--- config.mk ---
export PLATFORM = sky130hd
export DESIGN_NAME = iovfr_fault_response
export DESIGN_NICKNAME = d
export VERILOG_FILES = /design/src/common/iovfr_pkg.sv /design/src/rtl/iovfr_fault_response.sv /design/src/rtl/iovfr_delay_timer.sv
export VERILOG_INCLUDE_DIRS = /design/src /design/src/common
export SDC_FILE = /design/constraint.sdc
export NUM_CORES = 1
export LEC_CHECK = 0
export BUFFER_PORTS_ARGS = -buffer_cell sky130_fd_sc_hd__buf_2
export CORE_MARGIN = 1.5
export CORE_UTILIZATION = 55
export CTS_CLUSTER_SIZE = 14
export DETAILED_ROUTE_END_ITERATION = 10
export HOLD_SLACK_MARGIN = 0.1
export PLACE_DENSITY = 0.85
export SLEW_MARGIN = 30
export SYNTH_ARGS = -nofsm -noshare
export SYNTH_HDL_FRONTEND = slang
export SYNTH_SLANG_ARGS = --single-unit
--- constraint.sdc ---
create_clock -name clk_sys -period 4.7 [get_ports clk_sys]
set_input_delay 0.94 -clock clk_sys [delete_from_list [all_inputs] [get_ports clk_sys]]
set_output_delay 0.94 -clock clk_sys [all_outputs]
set_load 0.01 [all_outputs]
--- src/common/iovfr_defines.svh ---
// Constants for the input over-voltage fault response block.
// Assumes inclusion by bare name.
`ifndef IOVFR_DEFINES_SVH
`define IOVFR_DEFINES_SVH
`define IOVFR_CMD_THRESHOLD 8'h55
`define IOVFR_CMD_RESPONSE 8'h56
`define IOVFR_THRESHOLD_RESET 16'h7BFF
`define IOVFR_RESPONSE_RESET 8'h80
`define IOVFR_ACT_IGNORE 2'h0
`define IOVFR_ACT_RUN_ON 2'h1
`define IOVFR_ACT_DISABLE_RETRY 2'h2
`define IOVFR_ACT_LATCH_OFF 2'h3
`define IOVFR_RETRY_NONE 3'h0
`define IOVFR_RETRY_FOREVER 3'h7
`define IOVFR_LIN_EXP_BIAS 6'h10
`endif

--- src/common/iovfr_pkg.sv ---
// Types shared by the input over-voltage fault response block.
// Assumes nothing of its surroundings.
`default_nettype none
package iovfr_pkg;
    typedef enum logic [1:0] {
        ST_RUN,
        ST_RUN_ON,
        ST_OFF_WAIT,
        ST_LATCHED
    } iovfr_state_e;

    typedef struct packed {
        logic [1:0] action;
        logic [2:0] retries;
        logic [2:0] delay;
    } iovfr_resp_s;

    typedef struct packed {
        logic valid;
        logic write;
        logic [7:0] code;
        logic [15:0] wdata;
    } iovfr_cmd_s;
endpackage : iovfr_pkg
`default_nettype wire

--- src/rtl/iovfr_fault_response.sv ---
// Input over-voltage fault limit, response setting and the response engine.
// Assumes a command port fed by the bus front end and same-clock measurements.
// Functional notes
// RL1: Threshold word, read and write, command code 0x55, Linear volts.
// RL2: Response byte, read and write, command 0x56, bits 7:6 pick action.
// RL3: Action 00 ignores the fault; output keeps running.
// RL4: Action 01 runs on for the delay, then retries if fault persists.
// RL5: Action 10 disables output at once, then follows retry setting.
// RL6: Action 11 keeps output off until the fault is cleared.
// RL7: Retry setting 000 never restarts; output stays off until cleared.
// RL8: Retry setting 001 tries once, then stays off until cleared.
// RL9: Retry setting 010 tries twice, then stays off until cleared.
// RL10: Retry setting 011 tries three times, then stays off until cleared.
// RL11: Restart attempts start one programmed delay apart.
// RL12: Delay field sets both run-on time and restart spacing.
// RL13: Delay field 1 to 7 means two to that power in units.
// RL14: Unit length comes from the separate time-unit configuration.
// RL15: Delay field 0 means one time unit.
// RL16: Retry settings 100 to 110 try four to six times.
// RL17: Retry setting 111 retries endlessly until commanded off.
// RL18: Fault when input exceeds threshold; sticky status flag for host.
// RL19: Host uses word access for threshold and byte access for response.
`default_nettype none
`include "iovfr_defines.svh"
module iovfr_fault_response #(
    parameter int UNIT_W = 16
) (
    input wire logic clk_sys,
    input wire logic rst,
    input wire iovfr_pkg::iovfr_cmd_s cmd,
    output logic rspValid,
    output logic [15:0] rspData,
    output logic cmdUnsupported,
    input wire logic [15:0] vinMeasured,
    input wire logic [UNIT_W-1:0] unitCycles,
    input wire logic clearFaults,
    input wire logic statusClear,
    input wire logic outputOnCmd,
    output logic outputPermit,
    output logic ovFaultFlag,
    output logic [2:0] attemptCount
);
    logic [15:0] threshold;
    iovfr_pkg::iovfr_resp_s resp;
    iovfr_pkg::iovfr_state_e state;
    logic ovNow;
    logic onPrev;
    logic offOnSeen;
    logic clearEvent;
    logic timerStart;
    logic timerAbort;
    logic timerDone;
    logic timerBusy;
    logic failNow;
    logic moreTries;

    function automatic logic signed [47:0] linToFix(input logic [15:0] w);
        logic signed [47:0] m;
        logic [5:0] sh;
        m = {{37{w[10]}}, w[10:0]};
        sh = {w[15], w[15:11]} + `IOVFR_LIN_EXP_BIAS;
        linToFix = m <<< sh;
    endfunction : linToFix

    // ========================================================================
    // Command port.
    // ========================================================================
    always_ff @(posedge clk_sys or posedge rst) begin
        if (rst) begin
            threshold <= `IOVFR_THRESHOLD_RESET;
            resp <= `IOVFR_RESPONSE_RESET;
        end else if (cmd.valid && cmd.write) begin
            if (cmd.code == `IOVFR_CMD_THRESHOLD) begin
                threshold <= cmd.wdata; // [RL1]
            end else if (cmd.code == `IOVFR_CMD_RESPONSE) begin
                resp <= cmd.wdata[7:0]; // [RL2] [RL19]
            end
        end
    end

    always_ff @(posedge clk_sys or posedge rst) begin
        if (rst) begin
            rspValid <= 1'b0;
            rspData <= 16'h0000;
            cmdUnsupported <= 1'b0;
        end else begin
            rspValid <= cmd.valid && !cmd.write;
            cmdUnsupported <= cmd.valid && (cmd.code != `IOVFR_CMD_THRESHOLD) &&
                (cmd.code != `IOVFR_CMD_RESPONSE);
            if (cmd.valid && !cmd.write) begin
                case (cmd.code)
                    `IOVFR_CMD_THRESHOLD: rspData <= threshold; // [RL1]
                    `IOVFR_CMD_RESPONSE: rspData <= {8'h00, resp}; // [RL2]
                    default: rspData <= 16'h0000;
                endcase
            end
        end
    end

    // ========================================================================
    // Detection and status.
    // ========================================================================
    assign ovNow = linToFix(vinMeasured) > linToFix(threshold); // [RL18]

    always_ff @(posedge clk_sys or posedge rst) begin
        if (rst) begin
            onPrev <= 1'b1;
        end else begin
            onPrev <= outputOnCmd;
        end
    end

    always_ff @(posedge clk_sys or posedge rst) begin
        if (rst) begin
            offOnSeen <= 1'b0;
        end else if (outputOnCmd && !onPrev) begin
            offOnSeen <= 1'b1;
        end else begin
            offOnSeen <= 1'b0;
        end
    end

    assign clearEvent = clearFaults || statusClear || offOnSeen; // [RL6]

    always_ff @(posedge clk_sys or posedge rst) begin
        if (rst) begin
            ovFaultFlag <= 1'b0;
        end else if (ovNow) begin
            ovFaultFlag <= 1'b1; // [RL18]
        end else if (clearEvent) begin
            ovFaultFlag <= 1'b0;
        end
    end

    // ========================================================================
    // Response engine.
    // ========================================================================
    assign moreTries = (resp.retries == `IOVFR_RETRY_FOREVER) || // [RL16] [RL17]
        (({1'b0, attemptCount} + 4'h1) < {1'b0, resp.retries}); // [RL8] [RL9] [RL10]
    assign failNow = (state == iovfr_pkg::ST_RUN_ON) && timerDone && ovNow;

    always_comb begin
        timerStart = 1'b0;
        case (state)
            iovfr_pkg::ST_RUN: timerStart = ovNow && ((resp.action == `IOVFR_ACT_RUN_ON) ||
                ((resp.action == `IOVFR_ACT_DISABLE_RETRY) &&
                (resp.retries != `IOVFR_RETRY_NONE))); // [RL12]
            iovfr_pkg::ST_RUN_ON: timerStart = failNow && (resp.retries != `IOVFR_RETRY_NONE);
            iovfr_pkg::ST_OFF_WAIT: timerStart = timerDone && ovNow && moreTries; // [RL11]
            default: timerStart = 1'b0;
        endcase
    end
    assign timerAbort = !outputOnCmd;

    always_ff @(posedge clk_sys or posedge rst) begin
        if (rst) begin
            state <= iovfr_pkg::ST_RUN;
        end else if (!outputOnCmd) begin
            state <= iovfr_pkg::ST_RUN; // [RL17]
        end else begin
            case (state)
                iovfr_pkg::ST_RUN: begin
                    if (ovNow) begin
                        case (resp.action)
                            `IOVFR_ACT_IGNORE: state <= iovfr_pkg::ST_RUN; // [RL3]
                            `IOVFR_ACT_RUN_ON: state <= iovfr_pkg::ST_RUN_ON; // [RL4]
                            `IOVFR_ACT_DISABLE_RETRY: begin
                                if (resp.retries == `IOVFR_RETRY_NONE) begin
                                    state <= iovfr_pkg::ST_LATCHED; // [RL7]
                                end else begin
                                    state <= iovfr_pkg::ST_OFF_WAIT; // [RL5]
                                end
                            end
                            default: state <= iovfr_pkg::ST_LATCHED; // [RL6]
                        endcase
                    end
                end
                iovfr_pkg::ST_RUN_ON: begin
                    if (timerDone && !ovNow) begin
                        state <= iovfr_pkg::ST_RUN;
                    end else if (failNow) begin
                        if (resp.retries == `IOVFR_RETRY_NONE) begin
                            state <= iovfr_pkg::ST_LATCHED; // [RL4]
                        end else begin
                            state <= iovfr_pkg::ST_OFF_WAIT; // [RL4]
                        end
                    end
                end
                iovfr_pkg::ST_OFF_WAIT: begin
                    if (timerDone) begin
                        if (!ovNow) begin
                            state <= iovfr_pkg::ST_RUN;
                        end else if (!moreTries) begin
                            state <= iovfr_pkg::ST_LATCHED; // [RL8] [RL9] [RL10] [RL16]
                        end
                    end
                end
                iovfr_pkg::ST_LATCHED: begin
                    if (clearEvent) begin
                        state <= iovfr_pkg::ST_RUN; // [RL6] [RL7]
                    end
                end
                default: state <= iovfr_pkg::ST_RUN;
            endcase
        end
    end

    always_ff @(posedge clk_sys or posedge rst) begin
        if (rst) begin
            attemptCount <= 3'h0;
        end else if (state == iovfr_pkg::ST_RUN) begin
            attemptCount <= 3'h0;
        end else if ((state == iovfr_pkg::ST_OFF_WAIT) && timerDone &&
            (attemptCount != 3'h7)) begin
            attemptCount <= attemptCount + 3'h1;
        end
    end

    assign outputPermit = (state == iovfr_pkg::ST_RUN) ||
        (state == iovfr_pkg::ST_RUN_ON); // [RL3] [RL5]

    iovfr_delay_timer #(
        .UNIT_W(UNIT_W)
    ) u_timer (
        .clk_sys(clk_sys),
        .rst(rst),
        .start(timerStart),
        .abort(timerAbort),
        .delayField(resp.delay),
        .unitCycles(unitCycles), // [RL14]
        .busy(timerBusy),
        .done(timerDone)
    );

    // ========================================================================
    // Checks.
    // ========================================================================
    property p_ignore;
        @(posedge clk_sys) disable iff (rst)
        (state == iovfr_pkg::ST_RUN) && ovNow && outputOnCmd &&
            (resp.action == `IOVFR_ACT_IGNORE) |=> outputPermit [*2];
    endproperty
    a_ignore: assert property (p_ignore) else $error("ignored fault cut output"); // [RL3]

    property p_disable_now;
        @(posedge clk_sys) disable iff (rst)
        (state == iovfr_pkg::ST_RUN) && ovNow && outputOnCmd && resp.action[1] |=>
            !outputPermit;
    endproperty
    a_disable_now: assert property (p_disable_now) else $error("output not disabled"); // [RL5]

    property p_latch_off;
        @(posedge clk_sys) disable iff (rst)
        (state == iovfr_pkg::ST_RUN) && ovNow && outputOnCmd &&
            (resp.action == `IOVFR_ACT_LATCH_OFF) |=> (state == iovfr_pkg::ST_LATCHED);
    endproperty
    a_latch_off: assert property (p_latch_off) else $error("not latched off"); // [RL6]

    property p_run_on;
        @(posedge clk_sys) disable iff (rst)
        (state == iovfr_pkg::ST_RUN_ON) |-> (outputPermit && timerBusy) || timerDone;
    endproperty
    a_run_on: assert property (p_run_on) else $error("run-on broken"); // [RL4]

    property p_no_retry;
        @(posedge clk_sys) disable iff (rst)
        (state == iovfr_pkg::ST_RUN) && ovNow && outputOnCmd &&
            (resp.action == `IOVFR_ACT_DISABLE_RETRY) &&
            (resp.retries == `IOVFR_RETRY_NONE) |=> (state == iovfr_pkg::ST_LATCHED);
    endproperty
    a_no_retry: assert property (p_no_retry) else $error("retry with zero setting"); // [RL7]

    property p_retry_cap;
        @(posedge clk_sys) disable iff (rst)
        (state == iovfr_pkg::ST_LATCHED) && ($past(state) == iovfr_pkg::ST_OFF_WAIT) |->
            (attemptCount == resp.retries);
    endproperty
    a_retry_cap: assert property (p_retry_cap) else $error("wrong attempt count"); // [RL10]

    property p_flag;
        @(posedge clk_sys) disable iff (rst)
        ovNow |=> ovFaultFlag;
    endproperty
    a_flag: assert property (p_flag) else $error("fault flag not set"); // [RL18]

    property p_write_thr;
        @(posedge clk_sys) disable iff (rst)
        cmd.valid && cmd.write && (cmd.code == `IOVFR_CMD_THRESHOLD) |=>
            (threshold == $past(cmd.wdata));
    endproperty
    a_write_thr: assert property (p_write_thr) else $error("threshold not written"); // [RL1]

    property p_read_resp;
        @(posedge clk_sys) disable iff (rst)
        cmd.valid && !cmd.write && (cmd.code == `IOVFR_CMD_RESPONSE) |=>
            rspValid && (rspData == {8'h00, $past(resp)});
    endproperty
    a_read_resp: assert property (p_read_resp) else $error("response read wrong"); // [RL2]

    c_run_on: cover property (@(posedge clk_sys) disable iff (rst)
        (state == iovfr_pkg::ST_RUN_ON) ##1 (state == iovfr_pkg::ST_OFF_WAIT));
    c_recover: cover property (@(posedge clk_sys) disable iff (rst)
        (state == iovfr_pkg::ST_OFF_WAIT) ##1 (state == iovfr_pkg::ST_RUN));
    c_exhaust: cover property (@(posedge clk_sys) disable iff (rst)
        (state == iovfr_pkg::ST_OFF_WAIT) ##1 (state == iovfr_pkg::ST_LATCHED));
    c_clear: cover property (@(posedge clk_sys) disable iff (rst)
        (state == iovfr_pkg::ST_LATCHED) ##1 (state == iovfr_pkg::ST_RUN));
endmodule : iovfr_fault_response
`default_nettype wire

--- src/rtl/iovfr_delay_timer.sv ---
// Delay timer: counts two to the power of the delay field, in time units.
// Assumes a unit length in clock cycles from the time-unit configuration.
`default_nettype none
module iovfr_delay_timer #(
    parameter int UNIT_W = 16
) (
    input wire logic clk_sys,
    input wire logic rst,
    input wire logic start,
    input wire logic abort,
    input wire logic [2:0] delayField,
    input wire logic [UNIT_W-1:0] unitCycles,
    output logic busy,
    output logic done
);
    logic [UNIT_W-1:0] cycleCnt;
    logic [7:0] unitCnt;
    logic [7:0] unitTarget;
    logic [UNIT_W-1:0] unitLast;
    logic lastCycle;

    // ========================================================================
    // Delay decode and counting.
    // ========================================================================
    always_ff @(posedge clk_sys or posedge rst) begin
        if (rst) begin
            unitTarget <= 8'h00;
        end else if (start) begin
            unitTarget <= 8'(9'h001 << delayField) - 8'h01; // [RL13] [RL15]
        end
    end

    assign unitLast = (unitCycles == '0) ? '0 : unitCycles - 1'b1;
    assign lastCycle = busy && (cycleCnt == unitLast) && (unitCnt == unitTarget);

    always_ff @(posedge clk_sys or posedge rst) begin
        if (rst) begin
            busy <= 1'b0;
            cycleCnt <= '0;
            unitCnt <= 8'h00;
        end else if (start) begin
            busy <= 1'b1;
            cycleCnt <= '0;
            unitCnt <= 8'h00;
        end else if (abort || lastCycle) begin
            busy <= 1'b0;
        end else if (busy) begin
            if (cycleCnt == unitLast) begin
                cycleCnt <= '0;
                unitCnt <= unitCnt + 8'h01; // [RL11]
            end else begin
                cycleCnt <= cycleCnt + 1'b1;
            end
        end
    end

    assign done = lastCycle && !abort; // [RL11]

    // ========================================================================
    // Checks.
    // ========================================================================
    logic [23:0] spanCnt;
    logic [2:0] spanField;
    logic [UNIT_W-1:0] spanUnit;
    always_ff @(posedge clk_sys or posedge rst) begin
        if (rst) begin
            spanCnt <= 24'h000000;
            spanField <= 3'h0;
            spanUnit <= '0;
        end else if (start) begin
            spanCnt <= 24'h000001;
            spanField <= delayField;
            spanUnit <= unitCycles;
        end else if (spanCnt != 24'hFFFFFF) begin
            spanCnt <= spanCnt + 24'h000001;
        end
    end

    property p_span;
        @(posedge clk_sys) disable iff (rst)
        done && (spanUnit != '0) |->
            spanCnt == 24'(32'(spanUnit) << spanField);
    endproperty
    a_span: assert property (p_span) else $error("delay span wrong"); // [RL13]

    property p_restart_clears;
        @(posedge clk_sys) disable iff (rst)
        done && !start |=> !done;
    endproperty
    a_restart_clears: assert property (p_restart_clears) else $error("done held over"); // [RL11]
endmodule : iovfr_delay_timer
`default_nettype wire

==> results.cfg, run 1 <==
[worst_setup_path]
critPathKind = flop to flop
cp_cell_sequence = buf_6 -> buf_4 -> mux2i_2 -> mux2_2 -> nor2_2 -> a21oi_2 -> nand2_1 -> o21ai_0 -> nor2_1 -> a21oi_2 -> ha_1 -> nand4_1 -> or4_4 -> nor2_4 -> o32ai_4 -> o211ai_1 -> nand3_2 -> o41ai_4 -> buf_4 -> a21oi_4 -> buf_6 -> or3_1 -> a21oi_2
slowest_delay_ns = 0.58
r2r_end = u_timer.cycleCnt[3]$_DFFE_PP0P_
r2r_setup_slack_ns = -0.1
start_kind = flop
worstRegToRegCells = 23
reg2reg_from = threshold[11]$_DFFE_PP1P_
cpMaxStageDelayCell = dfstp_2
cp_common_cell = a21oi_2
required_ns = 4.98
path_max_fanout = 6
cp_data_arrival_time_ns = 5.07
worst_setup_path_end_kind = flop

[global_route]
grtUsageMet2_pct = 51.2
grt.busiest_layer = met2
grt_antenna_before_repair = 0
grt_use_met3_pct = 4.89
track_usage_pct = 30.1
grt_first_pass_wirelength_mm = 35.6
grt_use_met1_pct = 38.3
grt_start_max_net_pins = 55
grt_pass1_vias = 7642
grt_overflow_total = 0

[clock_network]
cts_tree = yes
cts_buffers = 9
cts.htree.levels = 3
clk_latency_ns = 0.35
cts_hold_buf = 0
cts.sinks = 83
root_buffer = clkbuf_16
cts_buffer_depth = 2
clkTransAtPathRegs_ns = 0.06

[routing]
postRouteAntennaNets = 0
via_per_inst = 6.48
drc_errors = 0
wl_per_cell_um = 18.2
dr.first_iter.drc_count = 1027
routed_wl_mm = 23.5
firstDrtPassIters = 6
via_count = 8394

[timing]
finalMaxSlewViolations = 0
hold_viol = 0
finalCritPeriodShare_pct = 102
rsz0062_at_grt = true
finalSetupTns_ns = -0.689
slew_headroom_pct = 51.5
skew_ns = 0.00721
worst_pin_slew_ns = 0.725
setup_violations = 17
timing.fmax_mhz = 209
fin_crit_ns = 4.80
fin_ws_ns = -0.0954

[synth]
avgSynthCellArea_um2 = 7.89
synth_flop_cell = dfrtp_1
yosysWarnings = 0
synthTopCellsByArea = dfrtp_1 (22%), ha_1 (8.2%), nand2_1 (5.6%), dfstp_2 (5.5%), o21ai_0 (5.5%)
synth.top_cells.by_count = nand2_1 (115), nor2_1 (104), o21ai_0 (84)
yosysTopAreaCell = dfrtp_1
synth_top_area_share_pct = 21.9
ys_seq_area_share_pct = 27.4
synth_most_common_cell = nand2_1
synth-edff-count = 0
async_flop_share_pct = 100
synthCells = 969
syn_nets = 1082
synth_seq_cells = 83
synth_cell_type_count = 73
syn_area_mm2 = 0.00765

[floorplanning]
die_w_um = 121
die_area_mm2 = 0.0146
die_y_um = 121
core_mm2 = 0.0134
start_util_pct = 57.1
ios = 86
fp-row-count = 42

[pwr]
p_leak_nw = 4.33
ir_worst_vdd_mv = 0.201
p_total_mw = 2.60
power_density_mw_per_mm2 = 271

[worst_hold_path]
hold_depth = 2
min_from = rspData[9]$_DFFE_PP0P_
holdPathEnd = rspData[9]$_DFFE_PP0P_
hp-class = flop to flop

[status]
status = finished, violations left
violations = setup timing

[layout]
diodes = 0
drive_gt1_share_pct = 29.7
fin_nets = 1227
fill_cells = 920
syn_to_final_growth_pct = 25.4

[place]
io_buffers = 85
dp_hpwl_mm = 16.0
gp_congestion = 0.984

[job]
cap_violations = 0
## cell type report
type,count,area [um^2],area share [%]
tap,176,220,2.30
timing repair buffer,190,1270,13.3
clock inverter,6,70.1,0.731
clock buffer,10,239,2.49
sequential,83,2100,21.9
multi-input combinational,799,5560,58.0
inverter,31,126,1.32
## worst max-delay path: cells and delay by family, from the launching register on
family	cells	cell delay, ns
AOI/OAI and AO/OA	8	0.95
DFF	1	0.58
adders and majority gates	1	0.34
muxes	2	0.39
and+or+nand+nor	8	1.82
buffers and inverters	4	0.63
## stage by stage
step | instance area [um^2] | std cells | hold slack, ns | worst slack [ns] | utilization (%)
after global placement | 8720 | 1256 | 0.449 | -0.361 | 65.1
after global routing | 9590 | 1295 | 0.491 | -0.316 | 71.6
after floorplan | 7690 | 969 | 0.464 | 0.000618 | -
final | 9590 | 1295 | 0.478 | -0.0954 | 71.6
after detailed placement | 8720 | 1256 | 0.459 | -0.538 | 65.1
after CTS | 9200 | 1284 | 0.475 | 0.00147 | 68.7
## power by group
part | internal [mW] | switching [mW] | total [mW]
Combinational | 0.443 | 0.544 | 0.987
Sequential | 0.782 | 0.0924 | 0.875
Clock | 0.431 | 0.304 | 0.735
## cell families (layout without fill, tap and decap cells)
group,after synthesis,count (layout),share of synthesized area (%)
fa+ha+maj,50,50,8.18
simple gates,389,389,24.6
mux,66,66,9.16
compound gates,264,266,22.3
flops,83,83,27.4
buf+inv,89,237,4.56
xor+xnor,28,28,3.75
## worst max path at each step
stage                                          from                                end  cells after the start
final                     threshold[11]$_DFFE_PP1P_    u_timer.cycleCnt[3]$_DFFE_PP0P_                     23
after global routing      threshold[11]$_DFFE_PP1P_  u_timer.unitTarget[6]$_DFFE_PP0N_                     22
after CTS                           vinMeasured[12]    u_timer.cycleCnt[3]$_DFFE_PP0P_                     21
after detailed placement            vinMeasured[12]    u_timer.cycleCnt[3]$_DFFE_PP0P_                     21
after global placement              vinMeasured[12]    u_timer.cycleCnt[5]$_DFFE_PP0P_                     20
after floorplan                     vinMeasured[12]   u_timer.cycleCnt[15]$_DFFE_PP0P_                     21
## sequential cells by signal, indices dropped and copies added (netlist names), 2 cells and up
name,flops
rspData,16
resp,8
attemptCount,3
threshold,16
u_timer.unitTarget,8
state,2
u_timer.unitCnt,8
u_timer.cycleCnt,16
## layer usage
metal,up-vias,share of wire [%]
met3,112,7.4
met5,-,0
met2,480,49
met1,3956,40
met4,0,4.3
li1,3846,-
## placed cells by master, fill, tap and decap left out, types with 20 or more instances in the layout
| cell type | instances |
|---|---|
| mux2i_1 | 26 |
| nand2_1 | 114 |
| nand3_1 | 32 |
| nor2_1 | 97 |
| buf_2 | 83 |
| dfrtp_1 | 67 |
| buf_4 | 97 |
| a21oi_1 | 49 |
| o21ai_0 | 59 |
| or3_1 | 20 |
| mux2_2 | 28 |
| inv_1 | 24 |
| ha_1 | 49 |
## timing repair
item                                    in CTS  in global routing
endpoints found under the hold margin        0                  0
setup buffers                               10                 11
endpoints found under the setup margin      16                 35
gates cloned                                 2                  0
resized for setup                           30                 76
pin swaps                                    7                 35
Note: power is estimated with default switching activity, not from simulation.
==> run 2: changes to the inputs <==
--- a/config.mk
+++ b/config.mk
@@ -7,12 +7,13 @@
 export NUM_CORES = 1
 export LEC_CHECK = 0
 export BUFFER_PORTS_ARGS = -buffer_cell sky130_fd_sc_hd__buf_2
-export CORE_MARGIN = 1.5
+export CORE_MARGIN = 2
 export CORE_UTILIZATION = 55
 export CTS_CLUSTER_SIZE = 14
 export DETAILED_ROUTE_END_ITERATION = 10
 export HOLD_SLACK_MARGIN = 0.1
 export PLACE_DENSITY = 0.85
+export SKIP_CTS_REPAIR_TIMING = 1
 export SLEW_MARGIN = 30
 export SYNTH_ARGS = -nofsm -noshare
 export SYNTH_HDL_FRONTEND = slang
==> run 2 against run 1 <==
  * The run now ends clean
  * Worst hold slack better by 0.0042 ns
  * Combinational power is 6.6% lower
  * Global-route usage shrank 1.7 points
  * Count of clock-buffer cells in the layout increased by 1
  * Wire length fell by 6.9%
  * Cell area fell by 2.8%
  * Critical path type unchanged
  * Critical endpoint is now u_timer.cycleCnt[12]$_DFFE_PP0P_
  * Largest power group unchanged
  * Highest routed layer unchanged
==> results.cfg, run 2 (synthesis results as in run 1) <==
[worst_setup_path]
required_ns = 4.97
reg2reg_from = threshold[11]$_DFFE_PP1P_
cpMaxStageDelayCell = dfstp_4
critPathKind = flop to flop
r2r_end = u_timer.cycleCnt[12]$_DFFE_PP0P_
cp_cell_sequence = buf_4 -> mux2_2 -> nor2_1 -> a21oi_1 -> a21oi_2 -> nand2_1 -> o21ai_0 -> nor2_1 -> a21oi_2 -> ha_1 -> nand4_1 -> or4_4 -> nor2_4 -> o32ai_2 -> o211ai_1 -> nand3_2 -> o41ai_4 -> buf_4 -> a21oi_2 -> buf_4 -> or3_1 -> a21oi_1
slowest_delay_ns = 0.66
cp_data_arrival_time_ns = 4.90
r2r_setup_slack_ns = 0.07
path_delay_family = simple AND/OR/NAND/NOR gates
path_max_fanout = 6
worst_setup_path_end_kind = flop
worstRegToRegCells = 22
start_kind = flop
cp_num_buf_inv = 3

[place]
placed_area_mm2 = 0.00872
gp_congestion = 0.950
io_buffers = 85
dp_hpwl_mm = 15.9

[routing]
m1WireLength_mm = 9.03
via_count = 7970
topRoutingLayerUsed = met4
postRouteAntennaNets = 0
routed_wl_mm = 21.9
firstDrtPassIters = 6
wl_per_cell_um = 17.0
drc_errors = 0
via_per_inst = 6.19
dr_wl_met3_mm = 1.39
dr.first_iter.drc_count = 854
dr_wl_met2_mm = 10.8

[clock_network]
cts_buffer_depth = 2
clk_latency_ns = 0.35
root_buffer = clkbuf_16
cts.htree.levels = 3
cts_buffers = 9
cts_tree = yes
clkTransAtPathRegs_ns = 0.06
cts.sinks = 83

[worst_hold_path]
min_from = rspData[15]$_DFFE_PP0P_
hp-class = flop to flop
hold_depth = 2
holdPathEnd = rspData[15]$_DFFE_PP0P_

[timing]
fin_crit_ns = 4.63
timing.fmax_mhz = 216
skew_ns = 0.00469
worst_pin_slew_ns = 0.781
hold_viol = 0
finalSetupTns_ns = 0
setup_violations = 0
slew_headroom_pct = 47.9
finalCritPeriodShare_pct = 98.5
hold_ws_ns = 0.482
finalMaxSlewViolations = 0

[layout]
diodes = 0
drive_gt1_share_pct = 26.6
fin_area_mm2 = 0.00932
syn_to_final_growth_pct = 21.8
final_common_cell = nand2_1
final_cell_mix = nand2_1 (115), nor2_1 (97), buf_4 (88), buf_2 (83), dfrtp_1 (67)
top_regs = rspData x16, threshold x16, u_timer.cycleCnt x16
fin_nets = 1215
fill_cells = 1071

[status]
status = completed

[floorplanning]
die_area_mm2 = 0.0149
die_y_um = 122
fp-row-count = 43
ios = 86
die_w_um = 122
core_mm2 = 0.0137
start_util_pct = 55.8

[pwr]
p_leak_nw = 4.24
p_total_mw = 2.51
ir_worst_vdd_mv = 0.212
power_density_mw_per_mm2 = 270

[global_route]
grt_pass1_vias = 7179
grt_start_max_net_pins = 44
grt_first_pass_wirelength_mm = 34.0
grt_antenna_before_repair = 0
grt_overflow_total = 0
track_usage_pct = 28.4

[job]
cap_violations = 0
[run 2: cell count changes in the layout (fill, tap and decap cells not counted), sizes merged]
cell      previous run  this run
a21oi               69        68
buf                190       178
clkbuf              10        12
clkinv               6         5
clkinvlp             2         3
inv                 28        27
[run 2: area by class of cell]
class	instances	area (um^2)	area share, %
Clock inverter	5	61.3	0.658
Multi-Input combinational cell	798	5390	57.8
Inverter	31	118	1.26
Tap cell	180	225	2.42
Clock buffer	11	243	2.61
Timing Repair Buffer	179	1180	12.7
Sequential cell	83	2100	22.5
[run 2: worst reg2reg max path: cells and delay by family (launching register included)]
kind / cells / cell delay, ns
muxes: 1 / 0.36
buffers and inverters: 3 / 0.53
adders and majority gates: 1 / 0.18
DFF: 1 / 0.66
AOI/OAI and AO/OA: 9 / 1.25
and+or+nand+nor: 8 / 1.59
[run 2: worst max path at each step]
stage                              start                          endpoint  slack [ns]  depth (start not counted)
3_5_place_dp             vinMeasured[12]  u_timer.cycleCnt[13]$_DFFE_PP0P_       -0.42                         20
2_1_floorplan            vinMeasured[12]  u_timer.cycleCnt[15]$_DFFE_PP0P_      0.0006                         21
6_report       threshold[11]$_DFFE_PP1P_  u_timer.cycleCnt[12]$_DFFE_PP0P_        0.07                         22
4_1_cts                  vinMeasured[12]  u_timer.cycleCnt[13]$_DFFE_PP0P_       -0.09                         18
5_1_grt        threshold[11]$_DFFE_PP1P_  u_timer.cycleCnt[10]$_DFFE_PP0P_       -0.13                         21
3_3_place_gp             vinMeasured[12]   u_timer.cycleCnt[3]$_DFFE_PP0P_       -0.24                         20
[run 2: stage by stage]
step | utilization [%] | instances | worst slack (ns)
after floorplan | - | 969 | 0.000618
after global placement | 63.6 | 1258 | -0.238
after detailed placement | 63.6 | 1258 | -0.420
after CTS | 65.8 | 1274 | -0.0868
after global routing | 67.9 | 1287 | -0.130
final | 67.9 | 1287 | 0.0684
[run 2: metal layers]
metal	vias up	global-route usage, %
met4	0	10.3
met3	77	4.68
met5	-	0
li1	3823	-
met2	345	49.0
met1	3725	35.7
[run 2: power by group]
part / internal (mW) / switching (mW)
registers: 0.782 / 0.0794
logic: 0.425 / 0.497
clock network: 0.428 / 0.299
total: 1.64 / 0.876
==> run 3: changes to the inputs <==
--- a/config.mk
+++ b/config.mk
@@ -13,8 +13,8 @@
 export DETAILED_ROUTE_END_ITERATION = 10
 export HOLD_SLACK_MARGIN = 0.1
 export PLACE_DENSITY = 0.85
-export SKIP_CTS_REPAIR_TIMING = 1
-export SLEW_MARGIN = 30
+export SLEW_MARGIN = 20
 export SYNTH_ARGS = -nofsm -noshare
 export SYNTH_HDL_FRONTEND = slang
+export SYNTH_HIERARCHICAL = 1
 export SYNTH_SLANG_ARGS = --single-unit
==> run 3 against run 2 <==
  * Combinational power shrank 36%
  * Via count shrank 5.9%
  * Fmax grew 2.1%
  * Worst setup slack gained 0.094 ns
  * Clock power grew 9.9%
  * Worst hold slack lost 0.0053 ns
  * Cell count shrank 4.7%
  * Synthesized area is essentially flat
  * Cell area shrank 5.9%
  * Register-to-register slack gained 0.09 ns
  * Flip-flop and latch count is the same
  * Core utilization shrank 4.0 points
  * Highest routed layer unchanged
==> results.cfg, run 3 <==
[clock_network]
cts_buffers = 9
root_buffer = clkbuf_16
cts_resized = 0
clk_latency_ns = 0.34
cts_tree = yes
clkTransAtPathRegs_ns = 0.06
cts.htree.levels = 3
cts_hold_buf = 0
cts.sinks = 83
post_cts_buffers = 0
cts_buffer_depth = 2

[synth]
synth-edff-count = 0
avgSynthCellArea_um2 = 7.97
yosysWarnings = 6
synth_cell_type_count = 74
synth_flop_cell = dfrtp_1
ys_seq_area_share_pct = 27.4
synth_seq_cells = 83
yosysTopAreaCell = dfrtp_1
synthCells = 960
synth_top_area_share_pct = 21.9
synth.top_cells.by_count = nor2_1 (109), nand2_1 (106), a21oi_1 (72)
syn_area_mm2 = 0.00765
synth_most_common_cell = nor2_1
synthTopCellsByArea = dfrtp_1 (22%), ha_1 (8.0%), mux2i_1 (6.9%), dfstp_2 (5.5%), nor2_1 (5.3%)
async_flop_share_pct = 100
syn_nets = 1072

[pwr]
p_leak_nw = 3.96
pwr-share-seq_pct = 37.7
ir_worst_vdd_mv = 0.359
power_frac_clock_pct = 35.7
swShare_pct = 30.1
internal_power_mw = 1.56
p_sw_mw = 0.674
comb_power_share_pct = 26.5
power_density_mw_per_mm2 = 255

[floorplanning]
ios = 86
die_y_um = 122
fp-row-count = 43
die_w_um = 122
core_mm2 = 0.0137
die_area_mm2 = 0.0149
start_util_pct = 55.8

[layout]
top_regs = rspData x16, threshold x16, u_timer/cycleCnt x16
syn_to_final_growth_pct = 14.6
final_common_cell = nor2_1
fin_nets = 1153
drive_gt1_share_pct = 20.7
final_cell_mix = nor2_1 (109), nand2_1 (106), buf_2 (85), a21oi_1 (71), o21ai_0 (70)
fill_cells = 1148
diodes = 0

[routing]
drc_errors = 0
via_count = 7498
routed_wl_mm = 20.0
postRouteAntennaNets = 0
firstDrtPassIters = 5
via_per_inst = 6.12
wl_per_cell_um = 16.3
dr.first_iter.drc_count = 731

[timing]
hold_viol = 0
slew_headroom_pct = 43.7
worst_pin_slew_ns = 0.845
fin_crit_ns = 4.54
finalCritPeriodShare_pct = 96.5
timing.fmax_mhz = 220
rsz0062_at_grt = true
skew_ns = 0.00764
setup_violations = 0
finalMaxSlewViolations = 0
hold_ws_ns = 0.476
finalSetupTns_ns = 0

[status]
status = completed

[worst_setup_path]
critPathKind = flop to flop
slowest_delay_ns = 0.73
required_ns = 4.93
cp_data_arrival_time_ns = 4.77
path_max_fanout = 16
cp_cell_sequence = mux2_2 -> o21ai_0 -> o21ai_0 -> o21ba_2 -> mux2i_1 -> ha_1 -> nand4_1 -> or4_4 -> or4_4 -> o22ai_2 -> or3_1 -> o22ai_1 -> a221o_1 -> and3_1
path_delay_family = simple AND/OR/NAND/NOR gates
start_kind = flop
cpMaxStageDelayCell = dfstp_4
worst_setup_path_end_kind = flop
cp_num_buf_inv = 0

[place]
dp_hpwl_mm = 15.0
gp_congestion = 0.923
io_buffers = 85

[global_route]
grt_pass1_vias = 6852
grt_first_pass_wirelength_mm = 32.7
grt_start_max_net_pins = 51
grt_antenna_before_repair = 0
grt_overflow_total = 0
track_usage_pct = 27.1

[worst_hold_path]
hp-class = flop to flop

[job]
cap_violations = 0
-- run 3: cells by family after synthesis --
logic type / count (synthesis) / share of synthesized area [%]
flops: 83 / 27.4
fa+ha+maj: 49 / 8.01
simple gates: 377 / 24.5
mux: 81 / 11.1
compound gates: 257 / 21.8
buf+inv: 92 / 4.77
xor+xnor: 21 / 2.40
-- run 3: layout make-up --
cell class,count,area (um^2),share of cell area [%]
Tap cell,180,225,2.57
Timing Repair Buffer,132,791,9.02
Multi-Input combinational cell,785,5200,59.3
Sequential cell,83,2100,24.0
Clock inverter,4,98.8,1.13
Clock buffer,12,236,2.70
Inverter,30,114,1.30
-- run 3: worst paths after layout --
check,start,end,slack (ns),depth (start not counted)
worst max-delay path,threshold[12]$_DFFE_PP1P_,state[0]$_DFFE_PP0P_,0.16,14
worst min register to register,rspData[9]$_DFFE_PP0P_,rspData[9]$_DFFE_PP0P_,0.48,2
worst max register to register,threshold[12]$_DFFE_PP1P_,state[0]$_DFFE_PP0P_,0.16,14
worst min-delay path,rspData[9]$_DFFE_PP0P_,rspData[9]$_DFFE_PP0P_,0.48,2
max in group asynchronous,rst,resp[0]$_DFFE_PP0P_,3.45,2
min in group asynchronous,rst,u_timer/cycleCnt[10]$_DFFE_PP0P_,0.70,3
-- run 3: routing by layer --
| layer | global-route usage [%] | vias up | part of all wire (%) |
|---|---|---|---|
| li1 | - | 3669 | - |
| met1 | 39.0 | 3510 | 45 |
| met2 | 42.9 | 291 | 46 |
| met3 | 3.79 | 28 | 7.2 |
| met4 | 7.61 | 0 | 1.8 |
| met5 | 0 | - | 0 |
-- run 3: per-stage QoR --
stage               total power [mW]  util [%]  area, um^2  setup WS, ns  instances
CTS                             2.24      63.9        8770         0.183       1226
floorplan                       1.24         -        7680        0.0629        960
global placement                1.41      61.5        8430       -0.0370       1210
global route                    2.35      63.9        8770       -0.0225       1226
finish                          2.24      63.9        8770         0.163       1226
detailed placement              1.43      61.5        8430        -0.136       1210
-- run 3: power by group through the flow --
stage	clock, mW	sequential (mW)	combinational (mW)
floorplan	0	0.827	0.415
global placement	0	0.851	0.563
detailed placement	0	0.853	0.581
CTS	0.811	0.842	0.585
global route	0.838	0.853	0.658
finish	0.799	0.844	0.593
-- run 3: worst register-to-register path: stages (launching register included) --
cell	delay, ns
dfstp_4	0.73
mux2_2	0.37
o21ai_0	0.21
o21ai_0	0.16
o21ba_2	0.24
mux2i_1	0.23
ha_1	0.20
nand4_1	0.15
or4_4	0.57
or4_4	0.56
o22ai_2	0.24
or3_1	0.17
o22ai_1	0.08
a221o_1	0.34
and3_1	0.17
